--- config.mk ---
export PLATFORM = sky130hd
export DESIGN_NAME = countdown_timer_irq
export DESIGN_NICKNAME = d
export VERILOG_FILES = /design/src/timer_irq_pkg.sv /design/src/pin_edge_if.sv /design/src/pin_edge_unit.sv /design/src/countdown_timer_irq.sv
export SDC_FILE = /design/constraint.sdc
export NUM_CORES = 1
export LEC_CHECK = 0
export ABC_AREA = 1
export BUFFER_PORTS_ARGS = -buffer_cell sky130_fd_sc_hd__buf_4
export CORE_UTILIZATION = 40
export CTS_BUF_LIST = sky130_fd_sc_hd__clkbuf_4
export CTS_CLUSTER_DIAMETER = 50
export CTS_CLUSTER_SIZE = 28
export DETAILED_ROUTE_END_ITERATION = 6
export PLACE_DENSITY_LB_ADDON = 0.3
export SLEW_MARGIN = 20
export SYNTH_ARGS = -nofsm -noshare
export SYNTH_HDL_FRONTEND = slang
export SYNTH_HIERARCHICAL = 1
export SYNTH_SLANG_ARGS = --single-unit
--- constraint.sdc ---
create_clock -name pclk -period 2.2 [get_ports pclk]
set_clock_uncertainty 0.15 [all_clocks]
set_input_delay 0.33 -clock pclk [delete_from_list [all_inputs] [get_ports pclk]]
set_output_delay 0.33 -clock pclk [all_outputs]
set_load 0.01 [all_outputs]
--- src/timer_irq_pkg.sv ---
// constants shared by the timer / interrupt gathering block
`default_nettype none
package timer_irq_pkg;
	// register byte offsets on the apb bus
	localparam logic [7:0] OFS_TIMER_CONTROL  = 8'h00;
	localparam logic [7:0] OFS_TIMER_LOW      = 8'h04;
	localparam logic [7:0] OFS_TIMER_HIGH     = 8'h08;
	localparam logic [7:0] OFS_PIN_SELECT     = 8'h0c;
	localparam logic [7:0] OFS_MAIN_REQUEST   = 8'h10;
	localparam logic [7:0] OFS_IRQ_CONTROL    = 8'h14;
	localparam logic [7:0] OFS_IRQ_MASKS      = 8'h18;
	localparam logic [7:0] OFS_PORT_CONFIG    = 8'h1c;
	localparam logic [7:0] OFS_BUZZER_CONTROL = 8'h20;
	// field positions
	localparam int AUTO_BIT       = 3;
	localparam int RUN_BIT        = 3;
	localparam int PIN_SRC_BIT    = 0;
	localparam int GLOBAL_IRQ_ENABLE_BIT      = 0;
	localparam int DEBOUNCER_CLOCK_SELECT_BIT      = 1;
	localparam int REQ_PORTA_BIT  = 0;
	localparam int REQ_PORTC_BIT  = 1;
	localparam int REQ_TIMER_BIT  = 2;
	localparam int REQ_PRESC_BIT  = 3;
	localparam int SLEEP_BIT      = 2;
	localparam int TIMER_MASK_BIT_BIT       = 0;
	localparam int GUARD_BIT      = 3;
	localparam int EDGE_BIT       = 0;
	localparam int BYPASS_BIT     = 1;
	localparam logic [3:0] RESET_NIBBLE = 4'h0;
	// count sources
	localparam logic [2:0] SRC_OFF = 3'h0;
	localparam logic [2:0] SRC_PIN = 3'h7;
	// prescaler: 32768 hz base, tap = base >> shift
	localparam int unsigned CLK_HZ        = 100000000;
	localparam int unsigned BASE_HZ       = 32768;
	localparam int unsigned BASE_TICK_CYC = CLK_HZ / BASE_HZ;
	localparam int PRESC_W = 15;
	localparam int SH_2048 = 4;
	localparam int SH_512  = 6;
	localparam int SH_128  = 8;
	localparam int SH_32   = 10;
	localparam int SH_8    = 12;
	localparam int SH_1    = 15;
	// debouncer sample periods
	localparam int unsigned DEB_SHORT_MS  = 2;
	localparam int unsigned DEB_LONG_MS   = 16;
	localparam int unsigned CYC_PER_MS    = CLK_HZ / 1000;
	localparam int unsigned DEB_SHORT_CYC = DEB_SHORT_MS * CYC_PER_MS;
	localparam int unsigned DEB_LONG_CYC  = DEB_LONG_MS * CYC_PER_MS;
	localparam int DEB_W = 21;
endpackage : timer_irq_pkg
`default_nettype wire

--- src/pin_edge_if.sv ---
// carrier between the timer core and the counter pin edge unit
`timescale 1ns/1ns
`default_nettype none
interface pin_edge_if;
	logic pin_level;
	logic sample_tick;
	logic bypass;
	logic pick_fall;
	logic edge_pulse;
	modport ctrl (output pin_level, output sample_tick, output bypass, output pick_fall, input edge_pulse);
	modport unit (input pin_level, input sample_tick, input bypass, input pick_fall, output edge_pulse);
endinterface : pin_edge_if
`default_nettype wire

--- src/pin_edge_unit.sv ---
// debouncer and edge picker for the counter input pin
`timescale 1ns/1ns
`default_nettype none
module pin_edge_unit (
	input wire logic  pclk,
	input wire logic  presetn,
	pin_edge_if.unit  pe
);
	logic prev_sample_r;
	logic deb_r;
	logic last_r;
	logic sel_level;
	logic edge_r;

	// level is accepted once two samples in a row agree
	always_ff @(posedge pclk or negedge presetn) begin
		if (!presetn) begin
			prev_sample_r <= 1'b0;
			deb_r         <= 1'b0;
		end else if (pe.sample_tick) begin
			prev_sample_r <= pe.pin_level;
			if (prev_sample_r == pe.pin_level) begin
				deb_r <= pe.pin_level;
			end
		end
	end

	assign sel_level = pe.bypass ? pe.pin_level : deb_r;

	always_ff @(posedge pclk or negedge presetn) begin
		if (!presetn) begin
			last_r <= 1'b0;
			edge_r <= 1'b0;
		end else begin
			last_r <= sel_level;
			edge_r <= pe.pick_fall ? (last_r & ~sel_level) : (~last_r & sel_level);
		end
	end

	assign pe.edge_pulse = edge_r;
endmodule : pin_edge_unit
`default_nettype wire

--- src/countdown_timer_irq.sv ---
// 8-bit countdown timer / event counter with interrupt request gathering
// How it works
// eight-bit down counter clocked by a prescaler tap or counter pin edges
// reaching zero sets the timer flag; cpu request needs its mask too
// auto-reload select resets to zero, meaning no reload
// counter run bit in buzzer control starts/stops counting, reset off
// counting starts from the loaded value when the low nibble is written
// high nibble waits pending and commits only with a low-nibble write
// auto-reload takes effect only at the next low-nibble write
// auto mode: at zero raise event, reload value, keep counting
// loading zero stops the counter and clears auto-reload select
// reads return current count; low read freezes high nibble for next read
// source 0 off, 1..6 taps 2048 to 1 hz, 7 the pin
// pin select picks debounced rising, or bypass/edge chosen by port bits
// cpu interrupt needs flag, its mask (port flags have none) and the global enable
// all mask bits reset to zero
// halt sets global enable unless it starts an automatic serial transfer
// timer and prescaler flags clear when the main request register is read
// port flags clear only on reads of their own port request registers
// reset and sleep entry clear the global enable
// requests during service are kept and interrupt again after it
// writing one to bit 2 of main request enters sleep if guard set
// timer and prescaler flags set regardless of masks
// debouncer clock select: 0 gives 2 ms, 1 gives 16 ms
// disabled or source off: counter holds its value
`timescale 1ns/1ns
`default_nettype none
module countdown_timer_irq #(
	parameter int unsigned DEB_SHORT_CYC = timer_irq_pkg::DEB_SHORT_CYC,
	parameter int unsigned DEB_LONG_CYC  = timer_irq_pkg::DEB_LONG_CYC,
	parameter int unsigned TICK_CYC      = timer_irq_pkg::BASE_TICK_CYC,
	parameter int          AW            = 8
) (
	input  wire logic          pclk,
	input  wire logic          presetn,
	input  wire logic          psel,
	input  wire logic          penable,
	input  wire logic          pwrite,
	input  wire logic [AW-1:0] paddr,
	input  wire logic [31:0]   pwdata,
	output logic      [31:0]   prdata,
	output logic               pready,
	output logic               pslverr,
	input  wire logic          counter_input_pin,
	input  wire logic          porta_irq_in,
	input  wire logic          portc_irq_in,
	input  wire logic          porta_req_read,
	input  wire logic          portc_req_read,
	input  wire logic          halt_exec,
	input  wire logic          swb_auto_start,
	input  wire logic          irq_in_service,
	input  wire logic          wake_event,
	output logic               cpu_irq,
	output logic               sleep_mode
);
	////////////////////////////////////////////////////////////////////////////
	// register state
	logic [3:0]  timer_control_r;
	logic [3:0]  pin_select_r;
	logic [3:0]  irq_control_r;
	logic [3:0]  irq_masks_r;
	logic [1:0]  port_config_r;
	logic [3:0]  buzzer_control_r;
	logic [3:0]  high_pending_r;
	logic [7:0]  load_r;
	logic [7:0]  count_r;
	logic [3:0]  high_snap_r;
	logic        run_r;
	logic        auto_active_r;
	logic        timer_req_r;
	logic        presc_req_r;
	logic        porta_req_r;
	logic        portc_req_r;
	logic        sleep_r;
	logic [31:0] prdata_r;
	logic        pready_r;
	logic        pslverr_r;
	logic        cpu_irq_r;

	logic        setup_ph;
	logic        acc;
	logic        wr_acc;
	logic        rd_acc;
	logic [7:0]  addr8;
	logic        mapped;
	logic [7:0]  load_nxt;
	logic        low_wr;
	logic        main_rd;
	logic        sleep_wr;

	assign addr8    = paddr[7:0];
	assign setup_ph = psel & ~penable;
	assign acc      = psel & penable & pready_r;
	assign wr_acc   = acc & pwrite;
	assign rd_acc   = acc & ~pwrite;
	assign low_wr   = wr_acc && addr8 == timer_irq_pkg::OFS_TIMER_LOW;
	assign main_rd  = rd_acc && addr8 == timer_irq_pkg::OFS_MAIN_REQUEST;
	assign load_nxt = {high_pending_r, pwdata[3:0]};
	assign sleep_wr = wr_acc && addr8 == timer_irq_pkg::OFS_MAIN_REQUEST
		&& pwdata[timer_irq_pkg::SLEEP_BIT] && irq_masks_r[timer_irq_pkg::GUARD_BIT];

	function automatic logic is_mapped(input logic [7:0] a);
		case (a)
			timer_irq_pkg::OFS_TIMER_CONTROL, timer_irq_pkg::OFS_TIMER_LOW,
			timer_irq_pkg::OFS_TIMER_HIGH, timer_irq_pkg::OFS_PIN_SELECT,
			timer_irq_pkg::OFS_MAIN_REQUEST, timer_irq_pkg::OFS_IRQ_CONTROL,
			timer_irq_pkg::OFS_IRQ_MASKS, timer_irq_pkg::OFS_PORT_CONFIG,
			timer_irq_pkg::OFS_BUZZER_CONTROL: is_mapped = 1'b1;
			default: is_mapped = 1'b0;
		endcase
	endfunction : is_mapped

	assign mapped = is_mapped(addr8) && (paddr >> 8) == '0;

	////////////////////////////////////////////////////////////////////////////
	// prescaler: 32768 hz base tick and its binary taps
	logic [11:0]                        tick_cnt_r;
	logic                               base_tick_r;
	logic [timer_irq_pkg::PRESC_W-1:0]  presc_r;

	always_ff @(posedge pclk or negedge presetn) begin
		if (!presetn) begin
			tick_cnt_r  <= '0;
			base_tick_r <= 1'b0;
		end else if (tick_cnt_r == 12'(TICK_CYC - 1)) begin
			tick_cnt_r  <= '0;
			base_tick_r <= 1'b1;
		end else begin
			tick_cnt_r  <= tick_cnt_r + 12'h001;
			base_tick_r <= 1'b0;
		end
	end

	always_ff @(posedge pclk or negedge presetn) begin
		if (!presetn) begin
			presc_r <= '0;
		end else if (base_tick_r) begin
			presc_r <= presc_r + 1'b1;
		end
	end

	// one-cycle pulse when the tap of the given shift wraps
	function automatic logic tap_hit(input logic [timer_irq_pkg::PRESC_W-1:0] c, input int sh);
		logic [timer_irq_pkg::PRESC_W-1:0] m;
		m = timer_irq_pkg::PRESC_W'((32'h1 << sh) - 1);
		tap_hit = base_tick_r && ((c & m) == m);
	endfunction : tap_hit

	function automatic logic source_pulse(input logic [2:0] s, input logic pin_edge);
		case (s)
			3'h1: source_pulse = tap_hit(presc_r, timer_irq_pkg::SH_2048);
			3'h2: source_pulse = tap_hit(presc_r, timer_irq_pkg::SH_512);
			3'h3: source_pulse = tap_hit(presc_r, timer_irq_pkg::SH_128);
			3'h4: source_pulse = tap_hit(presc_r, timer_irq_pkg::SH_32);
			3'h5: source_pulse = tap_hit(presc_r, timer_irq_pkg::SH_8);
			3'h6: source_pulse = tap_hit(presc_r, timer_irq_pkg::SH_1);
			3'h7: source_pulse = pin_edge;
			default: source_pulse = 1'b0;
		endcase
	endfunction : source_pulse

	////////////////////////////////////////////////////////////////////////////
	// counter pin: synchroniser, debounce tick, edge unit
	logic                              pin_meta_r;
	logic                              pin_sync_r;
	logic [timer_irq_pkg::DEB_W-1:0]   deb_cnt_r;
	logic                              deb_tick_r;
	logic [timer_irq_pkg::DEB_W-1:0]   deb_last;
	pin_edge_if                        pe ();

	always_ff @(posedge pclk or negedge presetn) begin
		if (!presetn) begin
			pin_meta_r <= 1'b0;
			pin_sync_r <= 1'b0;
		end else begin
			pin_meta_r <= counter_input_pin;
			pin_sync_r <= pin_meta_r;
		end
	end

	assign deb_last = irq_control_r[timer_irq_pkg::DEBOUNCER_CLOCK_SELECT_BIT]
		? timer_irq_pkg::DEB_W'(DEB_LONG_CYC - 1) : timer_irq_pkg::DEB_W'(DEB_SHORT_CYC - 1);

	always_ff @(posedge pclk or negedge presetn) begin
		if (!presetn) begin
			deb_cnt_r  <= '0;
			deb_tick_r <= 1'b0;
		end else if (deb_cnt_r >= deb_last) begin
			deb_cnt_r  <= '0;
			deb_tick_r <= 1'b1;
		end else begin
			deb_cnt_r  <= deb_cnt_r + 1'b1;
			deb_tick_r <= 1'b0;
		end
	end

	assign pe.pin_level   = pin_sync_r;
	assign pe.sample_tick = deb_tick_r;
	assign pe.bypass      = pin_select_r[timer_irq_pkg::PIN_SRC_BIT] & port_config_r[timer_irq_pkg::BYPASS_BIT];
	assign pe.pick_fall   = pin_select_r[timer_irq_pkg::PIN_SRC_BIT] & ~port_config_r[timer_irq_pkg::EDGE_BIT];

	pin_edge_unit u_pin_edge (
		.pclk    (pclk),
		.presetn (presetn),
		.pe      (pe)
	);

	////////////////////////////////////////////////////////////////////////////
	// down counter
	logic [2:0] src;
	logic       enabled;
	logic       cnt_tick;
	logic       hit_zero;

	assign src      = timer_control_r[2:0];
	assign enabled  = buzzer_control_r[timer_irq_pkg::RUN_BIT] && src != timer_irq_pkg::SRC_OFF;
	assign cnt_tick = run_r && enabled && source_pulse(src, pe.edge_pulse);
	assign hit_zero = cnt_tick && count_r == 8'h01;

	always_ff @(posedge pclk or negedge presetn) begin
		if (!presetn) begin
			high_pending_r <= timer_irq_pkg::RESET_NIBBLE;
		end else if (wr_acc && addr8 == timer_irq_pkg::OFS_TIMER_HIGH) begin
			high_pending_r <= pwdata[3:0];
		end
	end

	always_ff @(posedge pclk or negedge presetn) begin
		if (!presetn) begin
			load_r        <= 8'h00;
			count_r       <= 8'h00;
			run_r         <= 1'b0;
			auto_active_r <= 1'b0;
		end else if (low_wr) begin
			load_r        <= load_nxt;
			count_r       <= load_nxt;
			run_r         <= load_nxt != 8'h00;
			auto_active_r <= timer_control_r[timer_irq_pkg::AUTO_BIT] && load_nxt != 8'h00;
		end else if (cnt_tick) begin
			if (hit_zero && auto_active_r) begin
				count_r <= load_r;
			end else begin
				count_r <= count_r - 8'h01;
				run_r   <= !hit_zero;
			end
		end
	end

	////////////////////////////////////////////////////////////////////////////
	// software registers
	always_ff @(posedge pclk or negedge presetn) begin
		if (!presetn) begin
			timer_control_r <= timer_irq_pkg::RESET_NIBBLE;
		end else if (low_wr && load_nxt == 8'h00) begin
			timer_control_r[timer_irq_pkg::AUTO_BIT] <= 1'b0;
		end else if (wr_acc && addr8 == timer_irq_pkg::OFS_TIMER_CONTROL) begin
			timer_control_r <= pwdata[3:0];
		end
	end

	always_ff @(posedge pclk or negedge presetn) begin
		if (!presetn) begin
			pin_select_r     <= timer_irq_pkg::RESET_NIBBLE;
			irq_masks_r      <= timer_irq_pkg::RESET_NIBBLE;
			port_config_r    <= 2'h0;
			buzzer_control_r <= timer_irq_pkg::RESET_NIBBLE;
		end else if (wr_acc) begin
			case (addr8)
				timer_irq_pkg::OFS_PIN_SELECT:     pin_select_r     <= {1'b0, pwdata[2:0]};
				timer_irq_pkg::OFS_IRQ_MASKS:      irq_masks_r      <= pwdata[3:0];
				timer_irq_pkg::OFS_PORT_CONFIG:    port_config_r    <= pwdata[1:0];
				timer_irq_pkg::OFS_BUZZER_CONTROL: buzzer_control_r <= pwdata[3:0];
				default: ;
			endcase
		end
	end

	// global enable: sleep entry beats halt beats software write
	always_ff @(posedge pclk or negedge presetn) begin
		if (!presetn) begin
			irq_control_r <= timer_irq_pkg::RESET_NIBBLE;
		end else begin
			if (wr_acc && addr8 == timer_irq_pkg::OFS_IRQ_CONTROL) begin
				irq_control_r <= pwdata[3:0];
			end
			if (sleep_wr) begin
				irq_control_r[timer_irq_pkg::GLOBAL_IRQ_ENABLE_BIT] <= 1'b0;
			end else if (halt_exec && !swb_auto_start) begin
				irq_control_r[timer_irq_pkg::GLOBAL_IRQ_ENABLE_BIT] <= 1'b1;
			end
		end
	end

	always_ff @(posedge pclk or negedge presetn) begin
		if (!presetn) begin
			sleep_r <= 1'b0;
		end else if (sleep_wr) begin
			sleep_r <= 1'b1;
		end else if (wake_event) begin
			sleep_r <= 1'b0;
		end
	end

	////////////////////////////////////////////////////////////////////////////
	// request flags: a set in the clearing cycle wins
	logic [1:0] psf;
	logic       presc_event;

	assign psf = irq_masks_r[2:1];

	function automatic logic presc_pick(input logic [1:0] sel);
		case (sel)
			2'h1: presc_pick = tap_hit(presc_r, timer_irq_pkg::SH_32);
			2'h2: presc_pick = tap_hit(presc_r, timer_irq_pkg::SH_8);
			default: presc_pick = tap_hit(presc_r, timer_irq_pkg::SH_1);
		endcase
	endfunction : presc_pick

	assign presc_event = presc_pick(psf);

	always_ff @(posedge pclk or negedge presetn) begin
		if (!presetn) begin
			timer_req_r <= 1'b0;
			presc_req_r <= 1'b0;
		end else begin
			if (hit_zero) begin
				timer_req_r <= 1'b1;
			end else if (main_rd && prdata_r[timer_irq_pkg::REQ_TIMER_BIT]) begin
				timer_req_r <= 1'b0;
			end
			if (presc_event) begin
				presc_req_r <= 1'b1;
			end else if (main_rd && prdata_r[timer_irq_pkg::REQ_PRESC_BIT]) begin
				presc_req_r <= 1'b0;
			end
		end
	end

	always_ff @(posedge pclk or negedge presetn) begin
		if (!presetn) begin
			porta_req_r <= 1'b0;
			portc_req_r <= 1'b0;
		end else begin
			if (porta_irq_in) begin
				porta_req_r <= 1'b1;
			end else if (porta_req_read) begin
				porta_req_r <= 1'b0;
			end
			if (portc_irq_in) begin
				portc_req_r <= 1'b1;
			end else if (portc_req_read) begin
				portc_req_r <= 1'b0;
			end
		end
	end

	logic irq_cond;
	assign irq_cond = irq_control_r[timer_irq_pkg::GLOBAL_IRQ_ENABLE_BIT] && !irq_in_service && !sleep_r
		&& ((timer_req_r && irq_masks_r[timer_irq_pkg::TIMER_MASK_BIT_BIT]) || (presc_req_r && psf != 2'h0)
		|| porta_req_r || portc_req_r);

	always_ff @(posedge pclk or negedge presetn) begin
		if (!presetn) begin
			cpu_irq_r <= 1'b0;
		end else begin
			cpu_irq_r <= irq_cond;
		end
	end

	////////////////////////////////////////////////////////////////////////////
	// apb answer: data captured in setup, one access cycle, no wait states
	always_ff @(posedge pclk or negedge presetn) begin
		if (!presetn) begin
			prdata_r    <= '0;
			pready_r    <= 1'b0;
			pslverr_r   <= 1'b0;
			high_snap_r <= timer_irq_pkg::RESET_NIBBLE;
		end else begin
			pready_r  <= setup_ph;
			pslverr_r <= setup_ph && !mapped;
			if (setup_ph && !pwrite) begin
				prdata_r <= '0;
				case (addr8)
					timer_irq_pkg::OFS_TIMER_CONTROL:  prdata_r[3:0] <= timer_control_r;
					timer_irq_pkg::OFS_TIMER_LOW: begin
						prdata_r[3:0] <= count_r[3:0];
						high_snap_r   <= count_r[7:4];
					end
					timer_irq_pkg::OFS_TIMER_HIGH:     prdata_r[3:0] <= high_snap_r;
					timer_irq_pkg::OFS_PIN_SELECT:     prdata_r[3:0] <= pin_select_r;
					timer_irq_pkg::OFS_MAIN_REQUEST:   prdata_r[3:0] <= {presc_req_r, timer_req_r, portc_req_r, porta_req_r};
					timer_irq_pkg::OFS_IRQ_CONTROL:    prdata_r[3:0] <= irq_control_r;
					timer_irq_pkg::OFS_IRQ_MASKS:      prdata_r[3:0] <= irq_masks_r;
					timer_irq_pkg::OFS_PORT_CONFIG:    prdata_r[1:0] <= port_config_r;
					timer_irq_pkg::OFS_BUZZER_CONTROL: prdata_r[3:0] <= buzzer_control_r;
					default: ;
				endcase
			end
		end
	end

	assign prdata     = prdata_r;
	assign pready     = pready_r;
	assign pslverr    = pslverr_r;
	assign cpu_irq    = cpu_irq_r;
	assign sleep_mode = sleep_r;
endmodule : countdown_timer_irq
`default_nettype wire

==> summary.txt <==
synthesis warning total - 6
Total Routed Length - 14,200 um
share of the yosys chip area belonging to registers - 0.452
Max Slew Vio Count - 0
maximum clock rate - 496 MHz
maximum fanout encountered on the critical timing path - 12
worst min-delay path category - in -> async
total power divided by cell area - 532 nW/um2
clock latency of the later-clocked register in the worst-skew pair - 0.52 ns
initial core utilization - 0.414
leftover overflow at the end of global routing - 0
number of global-route vias before repair - 4,803
final hold violations - 0
count of boundary I/O pins - 90
nets - 949
fin crit share - 0.917
main combinational cell family by area after synthesis - simple AND/OR/NAND/NOR gates
Async S/R FF share, synth - 1.00
total CTS buffers - 17
synthesized area divided by synthesized cell count - 8.00 um2
number of DRC markers in iteration 0 - 393
cell types occupying the most area after synthesis - sky130_fd_sc_hd__dfrtp_1, sky130_fd_sc_hd__nand2_1, sky130_fd_sc_hd__inv_1
clk root buf - sky130_fd_sc_hd__clkbuf_4
critical path required time - 2.49 ns
register bit total from synthesis - 115
Final Cell Area - 7370 um2
die area - 16,400 um2
synth cell count leaders - sky130_fd_sc_hd__nand2_1, sky130_fd_sc_hd__dfrtp_1, sky130_fd_sc_hd__inv_1, sky130_fd_sc_hd__nor2_1, sky130_fd_sc_hd__o21ai_0
worst r2r src - irq_control_r[1]
Vert. Die Dim - 128 um
unrepaired setup endpoints after global routing - yes
via-per-instance ratio - 4.76
category of the worst setup path launch point - flip-flop
post-synthesis compound-gate area fraction - 0.0847
total of buffers placed on input and output ports - 33
Overall Global Routing Usage - 0.190
sum of internal, switching and leakage power - 3920 uW
MaxCap Viol Count - 0
total core area - 15,400 um2
cell taking the most area after synthesis - sky130_fd_sc_hd__dfrtp_1
minimum clock period - 2.02 ns
area growth from synthesis to final layout - 15.9%
Placed Area - 6910 um2
Final Wtd Congestion - 0.873
Critical Path End Type - flip-flop
antenna violations before repair - 1
data arrival time at the worst-slack endpoint - 2.30 ns
post-synthesis instance total - 796
die extent in x - 128 um
Placed Cells incl. Taps - 1,053
library cell with the highest instance count after synthesis - sky130_fd_sc_hd__nand2_1
Setup Total Neg Slack - 0 ns
synthesized-area fraction occupied by adder cells - 0.0354
number of optimization iterations in the first detailed-route pass - 5
number of fillers in the final layout - 1,503
WL/cell - 12.9 um
worst setup path category - reg -> reg
maximum number of buffers from clock root to sink - 2
fraction of the mapped netlist area in simple logic gates - 0.284
fraction of synthesized area in multiplexers - 0
post-route DRC violation count - 0
total standard cell area after synthesis - 6360 um2
status - finished, final reports clean
Setup Buffers After CTS - 0
top_reg_cell synth - sky130_fd_sc_hd__dfrtp_1
detailed placer's ending HPWL - 10,500 um
share of post-route cells with drive strength above 1 - 0.136
final setup violating endpoints - 0
total clock sinks - 115
largest net degree at the start of global routing - 68
H-tree levels - 4
number of nets with antenna violations after routing - 0
fin cells - 1,101
clock transition at the register clock pins on the worst setup and hold paths after CTS - 0.10 ns
Worst IR Drop VDD - 438 uV
post-synth top area share - 0.452
number of enable-type register cells in the synthesized netlist - 0
TritonCTS clock tree - built
Worst setup startpoint - irq_control_r[1]
xor-xnor portion of the synthesized cell area - 0.0358
count of cell types in the netlist - 42
num rows - 45
Static Leak - 0.00371 uW
global-route wire length before repair - 24,100 um
routed via count - 5,239
end-of-flow core utilization - 0.480
## path summary, 6_finish.rpt
| kind | to | slack [ns] | depth (start not counted) |
|---|---|---|---|
| worst max register to register | deb_cnt_r[3] | 0.18 | 10 |
| max in group asynchronous | presc_r[12] | 1.21 | 3 |
| min in group pclk | irq_control_r[0] | 0.08 | 5 |
| worst min register to register | pe.pin_level | 0.21 | 0 |
| worst min-delay path | deb_cnt_r[2] | 0.06 | 2 |
| worst max-delay path | deb_cnt_r[3] | 0.18 | 10 |
## placed cells by master (no fill, tap or decap), types with 2 or more instances in the layout
cell type                       count
sky130_fd_sc_hd__a21oi_2            3
sky130_fd_sc_hd__inv_2              4
sky130_fd_sc_hd__buf_12             2
sky130_fd_sc_hd__nor2_2             7
sky130_fd_sc_hd__nand3_1           52
sky130_fd_sc_hd__nand3_2            2
sky130_fd_sc_hd__clkinvlp_4         4
sky130_fd_sc_hd__dlygate4sd3_1     16
sky130_fd_sc_hd__o21bai_1           3
sky130_fd_sc_hd__nor4_1             4
sky130_fd_sc_hd__nor3b_1            5
sky130_fd_sc_hd__nor4_2             2
sky130_fd_sc_hd__a21oi_1           18
sky130_fd_sc_hd__o22ai_1           10
sky130_fd_sc_hd__nor3_1            15
sky130_fd_sc_hd__dfrtp_1          114
sky130_fd_sc_hd__nand4_1           20
sky130_fd_sc_hd__nand2_1          172
sky130_fd_sc_hd__nor2_4             4
sky130_fd_sc_hd__nand3b_1           5
sky130_fd_sc_hd__conb_1            28
sky130_fd_sc_hd__nor3_2             3
sky130_fd_sc_hd__inv_1            111
sky130_fd_sc_hd__buf_4             50
sky130_fd_sc_hd__nor2_1            81
sky130_fd_sc_hd__clkbuf_4          18
sky130_fd_sc_hd__clkinv_1           6
sky130_fd_sc_hd__xnor2_1            8
sky130_fd_sc_hd__nand2_4            3
sky130_fd_sc_hd__xor2_1            18
sky130_fd_sc_hd__o211ai_1           2
sky130_fd_sc_hd__o21ai_0           56
sky130_fd_sc_hd__bufinv_16          3
sky130_fd_sc_hd__ha_1              18
sky130_fd_sc_hd__or2_2              3
sky130_fd_sc_hd__nand2_2            6
## flip-flops by register name (all words and copies together), names as in the netlist, 2 cells and up
name              flops
high_pending_r        4
buzzer_control_r      4
timer_control_r       4
pin_select_r          3
deb_cnt_r            21
count_r               8
prdata                4
irq_control_r         4
presc_r              15
irq_masks_r           4
load_r                8
port_config_r         2
tick_cnt_r           12
high_snap_r           4
## kinds of logic after synthesis
| kind of cell | Yosys count |
|---|---|
| and+or+nand+nor | 389 |
| buffers and inverters | 150 |
| DFF | 115 |
| AOI/OAI and AO/OA | 97 |
| xor gates and xnor gates | 26 |
| adders and majority gates | 18 |
| other | 1 |
## metal layers
| layer | part of all wire | global-route usage | up-vias |
|---|---|---|---|
| met5 | 0 | 0 | - |
| met4 | 0.017 | 0.0581 | 0 |
| met3 | 0.043 | 0.0430 | 17 |
| met2 | 0.42 | 0.272 | 113 |
| met1 | 0.52 | 0.281 | 2418 |
| li1 | - | - | 2691 |
## what timing repair did
item / 4_1_cts / 5_1_grt
endpoints found under the hold margin: 127 / 0
gates resized for setup: 0 / 8
hold buffers: 16 / 0
endpoints found under the setup margin: 0 / 23
## critical path: stages, from the launching register on
cell and delay [ns]:
sky130_fd_sc_hd__dfrtp_2 0.47, sky130_fd_sc_hd__inv_4 0.10, sky130_fd_sc_hd__ha_1 0.25, sky130_fd_sc_hd__nand2_1 0.07, sky130_fd_sc_hd__inv_1 0.03, sky130_fd_sc_hd__o21ai_0 0.13
sky130_fd_sc_hd__nand2_1 0.07, sky130_fd_sc_hd__a21oi_1 0.14, sky130_fd_sc_hd__nand4_1 0.13, sky130_fd_sc_hd__buf_4 0.21, sky130_fd_sc_hd__nor3b_1 0.18
## final cells by class
type	instances	area [um2]	share of cell area
multi-input combinational	558	2930	0.397
sequential	115	2880	0.390
timing repair buffer	68	576	0.0780
inverter	117	447	0.0606
tap	211	264	0.0358
clock inverter	13	143	0.0193
clock buffer	18	135	0.0183
antenna	1	2.50	0.000339
## through the flow
stage	hold slack [ns]	worst slack [ns]
after CTS	0.0182	0.0340
after global placement	0.0637	0.0739
after global routing	0.0283	-0.0131
after detailed placement	0.0630	0.0541
final	0.0564	0.183
after floorplan	-0.116	0.263
## report_power, final
| group | switching (uW) | total (uW) | internal (uW) |
|---|---|---|---|
| Combinational | 134 | 215 | 81.0 |
| Sequential | 7.14 | 2130 | 2120 |
| Clock | 808 | 1580 | 770 |
Power figures use the tool's default switching activity.
